### src/verilog/lcd_cfg_pkg.sv
// package: register map, field layouts, reset values and decode types
//
// Overview of operation
// alt select bit steers second contrast write: 0 low contrast, 1 boost and bias
// five-bit contrast code; codes 0..7 give 2.5R, each step lowers 0.1R
// boost bit 0 requests doubling, 1 requests tripling
// bias code 00 one-fifth (reset), 01 quarter, 10 third, 11 half
// contrast code resets to zero, highest resistor 2.5R
// character mode fetches fonts from bank chosen by bank-select bit
// after each ram write address counter steps up if direction 1, else down
// cursor and blink position move right on increment, left on decrement
// segment blink off uses upper nibble only; on uses all eight bits
// host sets segment blink enable whenever character mode is configured
// inversion cursor with line cursor off blinks inverted at chosen period
// inversion and line cursor both set: whole cursor line inverted steadily
// underline cursor bit ors five-dot bar onto eighth raster row
// blink cursor alternates with black, or white when inversion set; the code blinks only in character mode (line code bit 2 set)
// display off grounds segments and commons, keeps ram; on restores immediately
// blink phase toggles every 32 frames, or 64 with period bit set
// line cursor applies cursor attribute to the line holding the address
// line count decode: 2,3,4 duty, 1/11, 1/18; 101 resets; 011 inhibited
// ram address mapping independent of selected line count
// code 110 mirrors fonts on second line only
// double height bit stretches the first line to double height
// host inserts no spacing between lines when double height used
// every configuration write completes at once, back to back allowed
// first contrast write gives select and upper bits, second the rest
// every field holds until rewritten and resets to its initial value
package lcd_cfg_pkg;

    // register byte offsets
    localparam logic [7:0] contrast1_offset = 8'h00;
    localparam logic [7:0] contrast2_offset = 8'h04;
    localparam logic [7:0] entry_mode_offset = 8'h08;
    localparam logic [7:0] cursor_ctrl_offset = 8'h0c;
    localparam logic [7:0] display_ctrl_offset = 8'h10;
    localparam logic [7:0] line_ctrl_offset = 8'h14;
    localparam logic [7:0] double_height_offset = 8'h18;
    localparam logic [7:0] ram_write_offset = 8'h1c;
    localparam logic [7:0] frame_tick_offset = 8'h20;
    localparam logic [7:0] status_offset = 8'h24;
    localparam logic [7:0] decode_offset = 8'h28;

    // reset values
    localparam logic [4:0] contrast_reset = 5'h00;
    localparam logic [1:0] bias_reset = 2'h0;
    localparam logic [2:0] line_count_reset = 3'h5;
    localparam logic [6:0] address_reset = 7'h00;

    // line-count codes
    localparam logic [2:0] lines_duty2 = 3'h0;
    localparam logic [2:0] lines_duty3 = 3'h1;
    localparam logic [2:0] lines_duty4 = 3'h2;
    localparam logic [2:0] lines_inhibit = 3'h3;
    localparam logic [2:0] lines_one_char = 3'h4;
    localparam logic [2:0] lines_two_char = 3'h5;
    localparam logic [2:0] lines_two_mirror = 3'h6;

    // contrast steps: codes up to this one all give the top resistor value
    localparam logic [4:0] contrast_flat_top = 5'h07;
    localparam logic [4:0] resistor_top_tenths = 5'h19;
    localparam logic [5:0] blink_frames_short = 6'h1f;
    localparam logic [5:0] blink_frames_long = 6'h3f;
    localparam logic [6:0] line_span = 7'h20;

    // axi response codes
    localparam logic [1:0] resp_okay = 2'h0;
    localparam logic [1:0] resp_slverr = 2'h2;

    typedef struct packed {
        logic alt_field_select;
        logic [4:0] contrast_code;
        logic boost_factor;
        logic [1:0] bias_code;
        logic font_bank;
        logic address_direction;
        logic segment_blink_enable;
        logic invert_cursor;
        logic underline_cursor;
        logic blink_cursor;
        logic display_on;
        logic blink_period;
        logic line_cursor;
        logic [2:0] line_count_field;
        logic double_height;
    } config_type;

    typedef struct packed {
        logic [4:0] resistor_tenths;
        logic triple_boost;
        logic [2:0] bias_divisor;
        logic [4:0] duty_divisor;
        logic char_mode;
        logic mirror_second_line;
        logic double_first_line;
        logic drive_enable;
        logic segment_full_byte;
        logic invert_line;
        logic invert_blink;
        logic underline_row8;
        logic blink_black;
        logic blink_white;
    } drive_type;

endpackage

### src/verilog/lcd_display_config_decoder.sv
// top module: axi4-lite configuration decoder for the lcd drive settings
`timescale 1ns/1ps
`default_nettype none
module lcd_display_config_decoder (
    input wire logic aclk,
    input wire logic aresetn,
    input wire logic [7:0] s_axi_awaddr,
    input wire logic s_axi_awvalid,
    output logic s_axi_awready,
    input wire logic [31:0] s_axi_wdata,
    input wire logic [3:0] s_axi_wstrb,
    input wire logic s_axi_wvalid,
    output logic s_axi_wready,
    output logic [1:0] s_axi_bresp,
    output logic s_axi_bvalid,
    input wire logic s_axi_bready,
    input wire logic [7:0] s_axi_araddr,
    input wire logic s_axi_arvalid,
    output logic s_axi_arready,
    output logic [31:0] s_axi_rdata,
    output logic [1:0] s_axi_rresp,
    output logic s_axi_rvalid,
    input wire logic s_axi_rready,
    output lcd_cfg_pkg::config_type cfg,
    output lcd_cfg_pkg::drive_type drive,
    output logic [6:0] address_counter,
    output logic blink_phase
);
    import lcd_cfg_pkg::*;

    ////////////////////////////////////////
    // decode helpers

    // resistor in tenths of r: flat for low codes, then one tenth per step
    function automatic logic [4:0] resistor_of(input logic [4:0] code);
        if (code <= contrast_flat_top) begin
            resistor_of = resistor_top_tenths;
        end else begin
            resistor_of = 5'(resistor_top_tenths - (code - contrast_flat_top));
        end
    endfunction

    // duty denominator from line-count code; inhibited code reads as zero
    function automatic logic [4:0] duty_of(input logic [2:0] code);
        case (code)
            lines_duty2: duty_of = 5'h02;
            lines_duty3: duty_of = 5'h03;
            lines_duty4: duty_of = 5'h04;
            lines_one_char: duty_of = 5'h0b;
            lines_two_char: duty_of = 5'h12;
            lines_two_mirror: duty_of = 5'h12;
            default: duty_of = 5'h00;
        endcase
    endfunction

    ////////////////////////////////////////
    // axi write channel state

    typedef enum logic [2:0] {
        w_idle = 3'b001,
        w_collect = 3'b010,
        w_resp = 3'b100
    } wstate_type;

    wstate_type wstate_reg, wstate_next;
    logic aw_have_reg, aw_have_next;
    logic w_have_reg, w_have_next;
    logic [7:0] waddr_reg, waddr_next;
    logic [31:0] wdata_reg, wdata_next;
    logic [3:0] wstrb_reg, wstrb_next;
    logic bvalid_reg, bvalid_next;
    logic [1:0] bresp_reg, bresp_next;
    logic awready_reg, awready_next;
    logic wready_reg, wready_next;
    logic do_write;

    // configuration state
    config_type cfg_reg, cfg_next;
    logic [6:0] ac_reg, ac_next;
    logic [5:0] frame_cnt_reg, frame_cnt_next;
    logic phase_reg, phase_next;
    drive_type drive_reg, drive_next;

    // address and data are taken independently; the write lands when both are held
    always_comb begin
        wstate_next = wstate_reg;
        aw_have_next = aw_have_reg;
        w_have_next = w_have_reg;
        waddr_next = waddr_reg;
        wdata_next = wdata_reg;
        wstrb_next = wstrb_reg;
        bvalid_next = bvalid_reg;
        bresp_next = bresp_reg;
        awready_next = awready_reg;
        wready_next = wready_reg;
        do_write = 1'b0;
        case (wstate_reg)
            w_idle: begin
                awready_next = 1'b1;
                wready_next = 1'b1;
                wstate_next = w_collect;
            end
            w_collect: begin
                if (s_axi_awvalid && awready_reg) begin
                    aw_have_next = 1'b1;
                    waddr_next = s_axi_awaddr;
                    awready_next = 1'b0;
                end
                if (s_axi_wvalid && wready_reg) begin
                    w_have_next = 1'b1;
                    wdata_next = s_axi_wdata;
                    wstrb_next = s_axi_wstrb;
                    wready_next = 1'b0;
                end
                if (aw_have_reg && w_have_reg) begin
                    do_write = 1'b1;
                    aw_have_next = 1'b0;
                    w_have_next = 1'b0;
                    bvalid_next = 1'b1;
                    bresp_next = resp_okay;
                    if (waddr_reg > frame_tick_offset || waddr_reg[1:0] != 2'h0) begin
                        bresp_next = resp_slverr;
                    end
                    wstate_next = w_resp;
                end
            end
            w_resp: begin
                if (s_axi_bready) begin
                    bvalid_next = 1'b0;
                    awready_next = 1'b1;
                    wready_next = 1'b1;
                    wstate_next = w_collect;
                end
            end
            default: begin
                wstate_next = w_idle;
            end
        endcase
    end

    always_ff @(posedge aclk) begin
        if (!aresetn) begin
            wstate_reg <= w_idle;
            aw_have_reg <= 1'b0;
            w_have_reg <= 1'b0;
            waddr_reg <= 8'h00;
            wdata_reg <= 32'h0000_0000;
            wstrb_reg <= 4'h0;
            bvalid_reg <= 1'b0;
            bresp_reg <= resp_okay;
            awready_reg <= 1'b0;
            wready_reg <= 1'b0;
        end else begin
            wstate_reg <= wstate_next;
            aw_have_reg <= aw_have_next;
            w_have_reg <= w_have_next;
            waddr_reg <= waddr_next;
            wdata_reg <= wdata_next;
            wstrb_reg <= wstrb_next;
            bvalid_reg <= bvalid_next;
            bresp_reg <= bresp_next;
            awready_reg <= awready_next;
            wready_reg <= wready_next;
        end
    end

    ////////////////////////////////////////
    // configuration fields, address counter and blink counter

    // every write with byte lane 0 strobed is applied in the cycle it lands, no busy time
    always_comb begin
        cfg_next = cfg_reg; // fields hold until rewritten
        ac_next = ac_reg;
        frame_cnt_next = frame_cnt_reg;
        phase_next = phase_reg;
        if (do_write && wstrb_reg[0]) begin
            case (waddr_reg)
                contrast1_offset: begin
                    cfg_next.alt_field_select = wdata_reg[2];
                    cfg_next.contrast_code[4:3] = wdata_reg[1:0];
                end
                contrast2_offset: begin
                    if (cfg_reg.alt_field_select) begin
                        cfg_next.boost_factor = wdata_reg[2];
                        cfg_next.bias_code = wdata_reg[1:0];
                    end else begin
                        cfg_next.contrast_code[2:0] = wdata_reg[2:0];
                    end
                end
                entry_mode_offset: begin
                    cfg_next.font_bank = wdata_reg[2];
                    cfg_next.address_direction = wdata_reg[1];
                    cfg_next.segment_blink_enable = wdata_reg[0];
                end
                cursor_ctrl_offset: begin
                    cfg_next.invert_cursor = wdata_reg[2];
                    cfg_next.underline_cursor = wdata_reg[1];
                    cfg_next.blink_cursor = wdata_reg[0];
                end
                display_ctrl_offset: begin
                    cfg_next.display_on = wdata_reg[2];
                    cfg_next.blink_period = wdata_reg[1];
                    cfg_next.line_cursor = wdata_reg[0];
                end
                line_ctrl_offset: begin
                    cfg_next.line_count_field = wdata_reg[2:0];
                end
                double_height_offset: begin
                    cfg_next.double_height = wdata_reg[0];
                end
                ram_write_offset: begin
                    // cursor follows the counter: right on up, left on down
                    if (cfg_reg.address_direction) begin
                        ac_next = 7'(ac_reg + 7'h01);
                    end else begin
                        ac_next = 7'(ac_reg - 7'h01);
                    end
                end
                frame_tick_offset: begin
                    // terminal count depends on the blink period bit
                    if (frame_cnt_reg == (cfg_reg.blink_period ? blink_frames_long
                                                               : blink_frames_short)) begin
                        frame_cnt_next = 6'h00;
                        phase_next = ~phase_reg;
                    end else begin
                        frame_cnt_next = 6'(frame_cnt_reg + 6'h01);
                    end
                end
                default: begin
                    ac_next = ac_reg;
                end
            endcase
        end
    end

    always_ff @(posedge aclk) begin
        if (!aresetn) begin
            cfg_reg <= '0;
            cfg_reg.contrast_code <= contrast_reset;
            cfg_reg.bias_code <= bias_reset;
            cfg_reg.line_count_field <= line_count_reset;
            cfg_reg.address_direction <= 1'b1;
            ac_reg <= address_reset;
            frame_cnt_reg <= 6'h00;
            phase_reg <= 1'b0;
        end else begin
            cfg_reg <= cfg_next;
            ac_reg <= ac_next;
            frame_cnt_reg <= frame_cnt_next;
            phase_reg <= phase_next;
        end
    end

    ////////////////////////////////////////
    // registered drive decode for the analogue and display pipeline

    always_comb begin
        drive_next.resistor_tenths = resistor_of(cfg_reg.contrast_code);
        drive_next.triple_boost = cfg_reg.boost_factor;
        case (cfg_reg.bias_code)
            2'h0: drive_next.bias_divisor = 3'h5;
            2'h1: drive_next.bias_divisor = 3'h4;
            2'h2: drive_next.bias_divisor = 3'h3;
            default: drive_next.bias_divisor = 3'h2;
        endcase
        drive_next.duty_divisor = duty_of(cfg_reg.line_count_field);
        // ram mapping is not touched by the line count
        drive_next.char_mode = cfg_reg.line_count_field[2];
        drive_next.mirror_second_line = (cfg_reg.line_count_field == lines_two_mirror);
        drive_next.double_first_line = cfg_reg.double_height;
        drive_next.drive_enable = cfg_reg.display_on;
        drive_next.segment_full_byte = cfg_reg.segment_blink_enable;
        // steady line inversion overrides the blinking one
        drive_next.invert_line = cfg_reg.invert_cursor && cfg_reg.line_cursor;
        drive_next.invert_blink = cfg_reg.invert_cursor && !cfg_reg.line_cursor
                                  && phase_reg;
        drive_next.underline_row8 = cfg_reg.underline_cursor;
        drive_next.blink_black = cfg_reg.blink_cursor && !cfg_reg.invert_cursor
                                 && cfg_reg.line_count_field[2] && phase_reg;
        drive_next.blink_white = cfg_reg.blink_cursor && cfg_reg.invert_cursor
                                 && cfg_reg.line_count_field[2] && phase_reg;
    end

    always_ff @(posedge aclk) begin
        if (!aresetn) begin
            drive_reg <= '0;
        end else begin
            drive_reg <= drive_next;
        end
    end

    ////////////////////////////////////////
    // axi read channel: one outstanding read, answered the cycle after arrival

    logic arready_reg, arready_next;
    logic rvalid_reg, rvalid_next;
    logic [31:0] rdata_reg, rdata_next;
    logic [1:0] rresp_reg, rresp_next;

    always_comb begin
        arready_next = arready_reg;
        rvalid_next = rvalid_reg;
        rdata_next = rdata_reg;
        rresp_next = rresp_reg;
        if (rvalid_reg) begin
            if (s_axi_rready) begin
                rvalid_next = 1'b0;
                arready_next = 1'b1;
            end
        end else if (!arready_reg) begin
            arready_next = 1'b1;
        end else if (s_axi_arvalid) begin
            arready_next = 1'b0;
            rvalid_next = 1'b1;
            rresp_next = resp_okay;
            rdata_next = 32'h0000_0000;
            case (s_axi_araddr)
                contrast1_offset: rdata_next[2:0] = {cfg_reg.alt_field_select,
                                                     cfg_reg.contrast_code[4:3]};
                contrast2_offset: rdata_next[2:0] = cfg_reg.alt_field_select
                    ? {cfg_reg.boost_factor, cfg_reg.bias_code} : cfg_reg.contrast_code[2:0];
                entry_mode_offset: rdata_next[2:0] = {cfg_reg.font_bank,
                    cfg_reg.address_direction, cfg_reg.segment_blink_enable};
                cursor_ctrl_offset: rdata_next[2:0] = {cfg_reg.invert_cursor,
                    cfg_reg.underline_cursor, cfg_reg.blink_cursor};
                display_ctrl_offset: rdata_next[2:0] = {cfg_reg.display_on,
                    cfg_reg.blink_period, cfg_reg.line_cursor};
                line_ctrl_offset: rdata_next[2:0] = cfg_reg.line_count_field;
                double_height_offset: rdata_next[0] = cfg_reg.double_height;
                ram_write_offset: rdata_next = 32'h0000_0000;
                frame_tick_offset: rdata_next[5:0] = frame_cnt_reg;
                status_offset: rdata_next[14:0] = {ac_reg / line_span, phase_reg, ac_reg};
                decode_offset: rdata_next[14:0] = {drive_reg.duty_divisor,
                    drive_reg.bias_divisor, drive_reg.triple_boost,
                    drive_reg.resistor_tenths, drive_reg.mirror_second_line};
                default: rresp_next = resp_slverr;
            endcase
        end
    end

    always_ff @(posedge aclk) begin
        if (!aresetn) begin
            arready_reg <= 1'b0;
            rvalid_reg <= 1'b0;
            rdata_reg <= 32'h0000_0000;
            rresp_reg <= resp_okay;
        end else begin
            arready_reg <= arready_next;
            rvalid_reg <= rvalid_next;
            rdata_reg <= rdata_next;
            rresp_reg <= rresp_next;
        end
    end

    // outputs straight from flip-flops
    assign s_axi_awready = awready_reg;
    assign s_axi_wready = wready_reg;
    assign s_axi_bvalid = bvalid_reg;
    assign s_axi_bresp = bresp_reg;
    assign s_axi_arready = arready_reg;
    assign s_axi_rvalid = rvalid_reg;
    assign s_axi_rdata = rdata_reg;
    assign s_axi_rresp = rresp_reg;
    assign cfg = cfg_reg;
    assign drive = drive_reg;
    assign address_counter = ac_reg; // line of cursor is ac/32, attribute applied there
    assign blink_phase = phase_reg;

endmodule
`default_nettype wire

### config.mk
export PLATFORM = sky130hd
export DESIGN_NAME = lcd_display_config_decoder
export DESIGN_NICKNAME = d
export VERILOG_FILES = /design/src/verilog/lcd_cfg_pkg.sv /design/src/verilog/lcd_display_config_decoder.sv
export SDC_FILE = /design/constraint.sdc
export NUM_CORES = 1
export LEC_CHECK = 0
export ABC_CLOCK_PERIOD_IN_PS = 4900
export BUFFER_PORTS_ARGS = -buffer_cell sky130_fd_sc_hd__buf_2
export CORE_UTILIZATION = 55
export CTS_CLUSTER_SIZE = 14
export DETAILED_ROUTE_END_ITERATION = 8
export HOLD_SLACK_MARGIN = 0.05
export PLACE_DENSITY_LB_ADDON = 0.1
export SLEW_MARGIN = 30
export SYNTH_ARGS = -nofsm -noshare
export SYNTH_HDL_FRONTEND = slang
export SYNTH_SLANG_ARGS = --single-unit
### constraint.sdc
create_clock -name aclk -period 4.9 [get_ports aclk]
set_input_delay 0.49 -clock aclk [delete_from_list [all_inputs] [get_ports aclk]]
set_output_delay 0.49 -clock aclk [all_outputs]
set_load 0.01 [all_outputs]
==> results of run 1 <==
[synthesized netlist by cell type (2+ instances only)]
cell | instances | share of area, %
nand2_1 | 63 | 5.0
dfxtp_1 | 99 | 42
a21boi_0 | 23 | 3.6
o211a_1 | 5 | 1.0
inv_1 | 9 | 0.71
o21bai_1 | 2 | 0.31
or4_1 | 2 | 0.31
buf_4 | 25 | 3.9
nand4_1 | 5 | 0.66
nor2b_1 | 36 | 4.7
and2_1 | 11 | 1.4
buf_2 | 2 | 0.21
nor4b_1 | 3 | 0.55
clkbuf_1 | 33 | 2.6
o21ai_0 | 21 | 2.2
nor2_1 | 17 | 1.3
nand3_1 | 31 | 3.3
and3_1 | 10 | 1.3
mux2i_1 | 30 | 6.3
nor3_1 | 6 | 0.63
a211oi_1 | 5 | 0.79
o31ai_1 | 2 | 0.31
nand3b_1 | 5 | 0.79
a22oi_1 | 6 | 0.94
nor4_1 | 3 | 0.39
nor3b_1 | 3 | 0.47
xnor2_1 | 9 | 1.7
a31oi_1 | 5 | 0.66
nand2b_1 | 7 | 0.92
ha_1 | 8 | 2.1
mux2_2 | 2 | 0.47
a21oi_1 | 19 | 2.0
o21a_1 | 5 | 0.79
a21o_1 | 4 | 0.63
o311a_1 | 2 | 0.42
[routing by layer]
metal  global-route usage, %  vias up  wire (µm)
li1                        -     1996          -
met1                    30.6     1865       4760
met2                    43.3      111       5420
met3                    3.59       13        496
met4                    8.59        0        167
met5                       0        -          0
[layout by cell type (no fill, tap or decap), drive strengths merged, types with 5 or more instances in the layout]
master,instances
a21boi,24
conb,19
and2,11
a31oi,5
nor3,6
nand3b,5
xnor2,9
nand2b,7
dfxtp,99
and3,10
inv,10
a211oi,5
buf,104
a21oi,19
nand2,63
o211a,5
nor2,17
clkbuf,11
nand4,5
nand3,32
ha,8
o21ai,21
nor2b,36
mux2i,30
o21a,5
a22oi,6
[final cells by class]
type                            instances  area, µm²  area share (%)
Timing Repair Buffer                  104        526            9.77
Tap cell                              105        131            2.44
Sequential cell                        99       1980            36.9
Clock buffer                           11        131            2.44
Multi-Input combinational cell        392       2510            46.7
Inverter                                9       33.8           0.628
Clock inverter                          5       62.6            1.16
[final timing paths]
kind	startpoint	endpoint	slack, ns
max	wstate_reg[1]	address_counter[5]	2.50
min	s_axi_awaddr[0]	waddr_reg[0]	0.36
max reg2reg	wstate_reg[1]	address_counter[5]	2.50
min reg2reg	s_axi_rdata[14]	s_axi_rdata[14]	0.46
[power breakdown]
| group | switching [W] | internal [W] | leakage [nW] | total, W |
|---|---|---|---|---|
| logic | 0.0000605 | 0.0000401 | 1.45 | 0.000101 |
| clock network | 0.000287 | 0.000239 | 0.0901 | 0.000527 |
| registers | 0.0000126 | 0.000817 | 0.803 | 0.000829 |
| total | 0.000360 | 0.00110 | 2.34 | 0.00146 |
[cell families after synthesis]
| family | Yosys count |
|---|---|
| compound gates | 107 |
| simple gates | 216 |
| other cells | 1 |
| fa+ha+maj | 9 |
| buf+inv | 69 |
| flops | 99 |
| xor+xnor | 9 |
| mux | 32 |
[worst max-delay path, cell delays in order (launching register included)]
cell and delay (ns):
dfxtp_1 0.42, nor3b_2 0.47, nand4_1 0.57, or4b_2 0.79
nand3_1 0.09
[through the flow]
step	hold WS [ns]	cell area (µm²)	power, W
after floorplan	0.465	4840	0.000927
after global placement	0.448	5180	0.000945
after detailed placement	0.457	5180	0.000949
after CTS	0.358	5380	0.00146
after global routing	0.355	5380	0.00151
final	0.357	5380	0.00146
==> impl_metrics.ini, run 1 <==
[run_status]
status = finished, final reports clean

[logic_synthesis]
synth-compound-area-share_pct = 15.2
synth_fa_ha_area_share_pct = 2.52
synthCells = 542
syn_area_mm2 = 0.00477
synth-simple-area-share_pct = 24.8
synth_enable_flop_cells = 0
synthMuxAreaShare_pct = 6.76
avgSynthCellArea_um2 = 8.81
ys_seq_area_share_pct = 41.5
ys_warn_count = 0
ys_ff_latch = 99
synth.distinct_cells = 59
synth_top_family_by_area = simple AND/OR/NAND/NOR gates
ys.flop_type = dfxtp_1
synthArstFlopShare_pct = 0
synth-xor-area-share_pct = 1.65

[floorplanning]
io_pins = 154
die_area_mm2 = 0.00906
core-area_mm2 = 0.00830
initial_core_util_pct = 57.5
die_w_um = 95.2
dieHeight_um = 95.2
rows = 33

[critical_path]
worstSetupPathType = flip-flop to flip-flop
end_kind = flip-flop
crit_required_ns = 5.21
start_kind = flip-flop
arrival_ns = 2.71
reg2regPathDepth = 4
crit_fanout = 13

[drt]
final_antenna_net_count = 0
via_per_inst = 5.50
detail_route.wl_per_cell_um = 14.9
vias = 3985
drt_iter0_drc = 208
wirelength_um = 10800
firstDrtPassIters = 8
drc = 0

[sta]
fin_skew_ns = 0.0127
drv_slew = 0
tns_ns = 0
slew_headroom_pct = 37.9
hold_viol_final = 0
fin_crit_ns = 2.40
timing.fmax_mhz = 417
finalSetupViolCount = 0
fin_crit_sh_pct = 48.9
finalWorstSetupSlack_ns = 2.50
worst_pin_slew_ns = 0.918
rsz0062_at_grt = false

[power_and_ir_drop]
ir_drop_uv = 207
p_leak_nw = 2.34
power_density_mw_per_mm2 = 271

[clock_tree]
cts_root_buf = clkbuf_8
cts_num_sinks = 99
cts_setup_buffers = 0
cts_max_path_buffers = 2
cts_resized = 0
cts_inserted_buffers = 9
cts.htree.levels = 3
clk_pin_slew_ns = 0.10
clock_latency_ns = 0.37
cts_hold_buf = 0
tritoncts = built

[layout]
n_antenna_cell = 0
nNetsFinal = 683
syn_to_final_growth_pct = 12.6
layout-drive-gt1-share_pct = 20.6
layout.cells.non_filler = 725
largest_reg_flops = 24
nFillCells = 735
fin_util_pct = 64.8

[global_routing]
grt_overflow_total = 0
antenna_found_initial = 0
grt_start_max_net_pins = 60
grtUsageTotal_pct = 24.7
grt_pass1_vias = 3523
grt_pass1_wl_um = 17200

[worst_hold_path]
hold_class = input port to flip-flop
worstHoldPathCells = 3

[placement]
place_ws_ns = 2.50
dp_hpwl_um = 7940
placement.io_buffers = 102
dp.cells = 709
gp_congestion = 0.784

[run]
cap_viol_max_count = 0
No activity file was read; power rests on OpenSTA's default activity.
==> run 2: changes to the inputs <==
--- a/config.mk
+++ b/config.mk
@@ -5,9 +5,9 @@
 export SDC_FILE = /design/constraint.sdc
 export NUM_CORES = 1
 export LEC_CHECK = 0
-export ABC_CLOCK_PERIOD_IN_PS = 4900
+export ABC_CLOCK_PERIOD_IN_PS = 2200
 export BUFFER_PORTS_ARGS = -buffer_cell sky130_fd_sc_hd__buf_2
-export CORE_UTILIZATION = 55
+export CORE_UTILIZATION = 46
 export CTS_CLUSTER_SIZE = 14
 export DETAILED_ROUTE_END_ITERATION = 8
 export HOLD_SLACK_MARGIN = 0.05
==> constraint.sdc (replaced) <==
create_clock -name aclk -period 2.2 [get_ports aclk]
set_input_delay 0.22 -clock aclk [delete_from_list [all_inputs] [get_ports aclk]]
set_output_delay 0.22 -clock aclk [all_outputs]
set_load 0.01 [all_outputs]
==> run 2 against run 1 <==
  * Final area rose by 4.2%
  * First-iteration DRC count fell by 5.8%
  * Setup slack got worse by 2.5 ns
  * Global-route usage fell by 3.0 points
  * Die area rose by 19%
  * Fmax rose by 9.7%
  * Flip-flop and latch count did not move
  * Power rose by 130%
  * Core utilization fell by 8.3 points
  * Non-clock buffer count rose by 18
  * Critical path type unchanged
  * Largest power group unchanged
==> impl_metrics.ini, run 2 (same netlist as run 1, synthesis figures left out) <==
[layout]
nFillCells = 931
layout-drive-gt1-share_pct = 24.0
final_cell_mix = 102 x buf_2, 98 x dfxtp_1, 63 x nand2_1
n_antenna_cell = 0
layout.cells.non_filler = 771
final_cell_area_mm2 = 0.00560
nNetsFinal = 701
layout_commonest_cell = buf_2
largest_reg_flops = 24
syn_to_final_growth_pct = 17.3

[critical_path]
cp_top_family = simple AND/OR/NAND/NOR gates
arrival_ns = 2.50
cp_slowest_cell = or4_4
start_kind = flip-flop
crit_buf_inv = 0
crit_top_cell = or4_4
crit_fanout = 5
worstSetupStartpoint = waddr_reg[1]
rr_startpoint = waddr_reg[1]
end_kind = flip-flop
critPathMaxStageDelay_ns = 0.54
path_cells = or4_4, nor4_4, nand3_2, or4_4, a21boi_2
worstSetupPathType = flip-flop to flip-flop
crit_required_ns = 2.52
r2r_slack_ns = 0.02

[clock_tree]
cts.htree.levels = 3
cts_max_path_buffers = 2
cts_root_buf = clkbuf_8
clk_pin_slew_ns = 0.10
clock_latency_ns = 0.38
cts_num_sinks = 99
cts_hold_buf = 0
tritoncts = built
cts_inserted_buffers = 9

[global_routing]
grt_overflow_total = 0
grtUsageTotal_pct = 21.6
grt_pass1_vias = 3731
antenna_found_initial = 0
grt_start_max_net_pins = 56
grt_pass1_wl_um = 18900

[drt]
wirelength_um = 11500
drc = 0
drt_iter0_drc = 196
firstDrtPassIters = 5
via_per_inst = 5.27
final_antenna_net_count = 0
vias = 4065
detail_route.wl_per_cell_um = 14.9

[placement]
placement.io_buffers = 102
gp_congestion = 0.851
dp_hpwl_um = 8530
dp.cells = 751
place_area_mm2 = 0.00532

[run]
cap_viol_max_count = 0

[floorplanning]
die_area_mm2 = 0.0108
die_w_um = 104
core-area_mm2 = 0.00991
initial_core_util_pct = 48.2
io_pins = 154
rows = 36
dieHeight_um = 104

[worst_hold_path]
hold_class = input port to flip-flop
hold_start = s_axi_awaddr[6]

[power_and_ir_drop]
ir_drop_uv = 377
power_density_mw_per_mm2 = 610
p_leak_nw = 2.45

[sta]
finalSetupViolCount = 0
fin_skew_ns = 0.00944
rsz0062_at_grt = true
hold_viol_final = 0
slew_headroom_pct = 62.7
fin_crit_sh_pct = 99.2
timing.fmax_mhz = 458
fin_crit_ns = 2.18
worst_pin_slew_ns = 0.558
drv_slew = 0

[run_status]
status = finished, final reports clean
## run 2: final cells by class
cell class | count | area (µm²) | area share [%]
clock buffers | 9 | 124 | 2.21
clock inverters | 7 | 109 | 1.94
inverters | 9 | 33.8 | 0.603
multi-input cells | 392 | 2520 | 45.0
flip-flops and latches | 99 | 1990 | 35.5
well taps | 133 | 166 | 2.97
repair buffers | 122 | 661 | 11.8
## run 2: worst reg2reg max path, cell delays in order, from the launching register on
cell and delay (ns):
dfxtp_4 0.37, or4_4 0.54, nor4_4 0.43, nand3_2 0.13, or4_4 0.54, a21boi_2 0.12
## run 2: power by group
| group | leakage [nW] | internal (W) | switching, W |
|---|---|---|---|
| logic | 1.53 | 0.0000964 | 0.000143 |
| registers | 0.803 | 0.00182 | 0.0000224 |
| clock network | 0.109 | 0.000657 | 0.000678 |
## run 2: worst paths after layout
kind / end / cells past startpoint
min: waddr_reg[6] / 3
min reg2reg: s_axi_rdata[12] / 2
max reg2reg: frame_cnt_reg[5] / 5
max: frame_cnt_reg[5] / 5
## run 2: per-layer routing
layer / track usage [%] / up-vias / part of all wire [%]
met5: 0 / - / 0
met3: 3.26 / 15 / 5.1
met1: 30.1 / 1895 / 47
met2: 33.6 / 128 / 47
met4: 8.57 / 0 / 1.3
li1: - / 2027 / -
## run 2: metrics by stage
stage / setup slack (ns) / hold slack [ns] / utilization, % / TNS, ns / power [W]
5_1_grt: -0.0674 / 0.0851 / 56.5 / -0.176 / 0.00356
3_3_place_gp: 0.139 / 0.445 / 53.6 / 0 / 0.00211
2_1_floorplan: 0.123 / 0.365 / - / 0 / 0.00206
4_1_cts: 0.0176 / 0.0684 / 56.0 / 0 / 0.00345
6_report: 0.0172 / 0.0794 / 56.5 / 0 / 0.00342
3_5_place_dp: 0.0720 / 0.451 / 53.6 / 0 / 0.00212
## run 2: repair_timing
item	4_1_cts	5_1_grt
hold endpoints to repair	0	0
endpoints found under the setup margin	0	4
buffers inserted	0	4
gates resized for setup	0	8
==> run 3: changes to the inputs <==
--- a/config.mk
+++ b/config.mk
@@ -5,6 +5,7 @@
 export SDC_FILE = /design/constraint.sdc
 export NUM_CORES = 1
 export LEC_CHECK = 0
+export ABC_AREA = 1
 export ABC_CLOCK_PERIOD_IN_PS = 2200
 export BUFFER_PORTS_ARGS = -buffer_cell sky130_fd_sc_hd__buf_2
 export CORE_UTILIZATION = 46
==> run 3 against run 2 <==
  * Die area fell by 1.3%
  * Non-clock buffer count fell by 14
  * Sequential power barely moved
  * Critical path type unchanged
  * Critical endpoint is now address_counter[6]
==> impl_metrics.ini, run 3 <==
[run_status]
status = finished, final reports clean

[global_routing]
grt_start_max_net_pins = 50
grt_pass1_vias = 3693
grt_overflow_total = 0
grt_pass1_wl_um = 17700
antenna_found_initial = 0
grtUsageTotal_pct = 21.8

[floorplanning]
die_area_mm2 = 0.0106
dieHeight_um = 103
rows = 36
initial_core_util_pct = 47.7
io_pins = 154
core-area_mm2 = 0.00986
die_w_um = 103

[drt]
final_antenna_net_count = 0
drt_iter0_drc = 167
detail_route.wl_per_cell_um = 13.2
drc = 0
wirelength_um = 11200
via_per_inst = 4.84
vias = 4132
firstDrtPassIters = 5

[logic_synthesis]
ys.flop_type = dfxtp_1
avgSynthCellArea_um2 = 7.57
yosys-top-cells-area = dfxtp_1 42%, nand2_1 8.7%, a21oi_1 6.5%
ys_warn_count = 0
synthArstFlopShare_pct = 0
synth_top_area_share_pct = 42.1
syn_area_mm2 = 0.00471
yosys-top-cells-count = 109 x nand2_1, 99 x dfxtp_1, 75 x inv_1
synth.largest_area_cell = dfxtp_1
ys_seq_area_share_pct = 42.1
yosysMostFrequentCell = nand2_1
synth_enable_flop_cells = 0
ys_ff_latch = 99
synth.distinct_cells = 44
synthCells = 622

[layout]
nNetsFinal = 784
layout-drive-gt1-share_pct = 21.9
layout_commonest_cell = nand2_1
n_antenna_cell = 0
final_cell_mix = 109 x nand2_1, 102 x buf_2, 99 x dfxtp_1
largest_reg_flops = 24
syn_to_final_growth_pct = 15.3

[critical_path]
cp_slowest_cell = fa_1
crit_required_ns = 2.49
start_kind = flip-flop
reg2regPathDepth = 8
crit_top_cell = nand2_1
r2r_slack_ns = 0.37
crit_fanout = 7
end_kind = flip-flop
rr_startpoint = cfg[11]
worstSetupPathType = flip-flop to flip-flop
arrival_ns = 2.11
path_cells = inv_1, fa_1, nand3_1, nand2_1, a21boi_0, xnor2_1, nand2_1, a21oi_1
reg2reg_to = address_counter[6]
critPathMaxStageDelay_ns = 0.49

[power_and_ir_drop]
ir_drop_uv = 297
p_leak_nw = 2.64
power_density_mw_per_mm2 = 616

[sta]
finalSetupViolCount = 0
hold_slack_ns = 0.136
worst_pin_slew_ns = 0.664
rsz0062_at_grt = false
fin_skew_ns = 0.00983
drv_slew = 0
fin_crit_sh_pct = 83.0
fin_crit_ns = 1.83
hold_viol_final = 0
tns_ns = 0
timing.fmax_mhz = 548
slew_headroom_pct = 55.7

[worst_hold_path]
hold_class = input port to flip-flop
worstHoldPathCells = 4
min_to = s_axi_arready
hold_start = s_axi_rready

[run]
cap_viol_max_count = 0

[clock_tree]
cts_hold_buf = 0
cts_num_sinks = 99
cts_root_buf = clkbuf_8
cts.htree.levels = 3
cts_setup_buffers = 0
clk_pin_slew_ns = 0.09
cts_max_path_buffers = 2
cts_inserted_buffers = 9
cts_resized = 0
clock_latency_ns = 0.36
tritoncts = built

[placement]
placement.io_buffers = 102
gp_congestion = 0.876
dp_hpwl_um = 8680
## run 3: cell count changes after synthesis, sizes merged, moves of 9 or more
cell	change
and2	-11
clkbuf	-24
o211ai	+11
mux2i	-30
a21boi	-23
nor2	+33
o21ai	+31
nand3	+22
inv	+72
nor2b	-36
a21oi	+42
nand2	+52
and3	-9
## run 3: worst max path at each step
| stage | startpoint | endpoint | cells after the start |
|---|---|---|---|
| after global placement | cfg[11] | address_counter[6] | 8 |
| after CTS | cfg[11] | address_counter[6] | 8 |
| after floorplan | cfg[11] | address_counter[6] | 8 |
| after global routing | cfg[11] | address_counter[6] | 8 |
| after detailed placement | cfg[11] | address_counter[6] | 8 |
| final | cfg[11] | address_counter[6] | 8 |
## run 3: report_power, final
group / leakage [nW] / switching [W] / internal (W)
logic: 1.74 / 0.000194 / 0.0000968
registers: 0.804 / 0.0000334 / 0.00184
clock network: 0.0999 / 0.000618 / 0.000562
## run 3: metal layers
layer  wire length [µm]  GRT usage, %
met1               5270          28.2
met2               5290          36.5
met3                439          3.23
met4                242          8.78
met5                  0             0
## run 3: worst max-delay path, delay by kind of cell, from the launching register on
family	cells	cell delay, ns
DFF	1	0.39
xor gates and xnor gates	1	0.15
AOI/OAI and AO/OA	2	0.34
buffers and inverters	1	0.17
and+or+nand+nor	3	0.22
adders and majority gates	1	0.49
## run 3: kinds of logic (layout without fill, tap and decap cells)
group	count (synthesis)	after routing	synth area share (%)
buffers and inverters	127	208	12.8
DFF	99	99	42.1
adders and majority gates	9	9	2.55
AOI/OAI and AO/OA	134	134	15.2
other	1	19	0.0796
xor gates and xnor gates	11	11	2.05
and+or+nand+nor	241	241	25.2
## run 3: layout make-up
class                   instances  area (µm²)
well taps                     133         166
clock inverters                 5        60.1
inverters                      84         332
flip-flops and latches         99        1980
clock buffers                  11         141
fillers                       988        4440
multi-input cells             414        2190
repair buffers                108         556
## run 3: per-stage QoR
stage | worst slack (ns) | cell area [µm²] | cells | total power (W) | utilization (%)
6_report | 0.374 | 5430 | 854 | 0.00335 | 55.0
5_1_grt | 0.172 | 5430 | 854 | 0.00349 | 55.0
4_1_cts | 0.376 | 5430 | 854 | 0.00338 | 55.0
3_5_place_dp | 0.404 | 5230 | 838 | 0.00221 | 53.0
3_3_place_gp | 0.428 | 5230 | 838 | 0.00220 | 53.0
2_1_floorplan | 0.479 | 4780 | 640 | 0.00213 | -
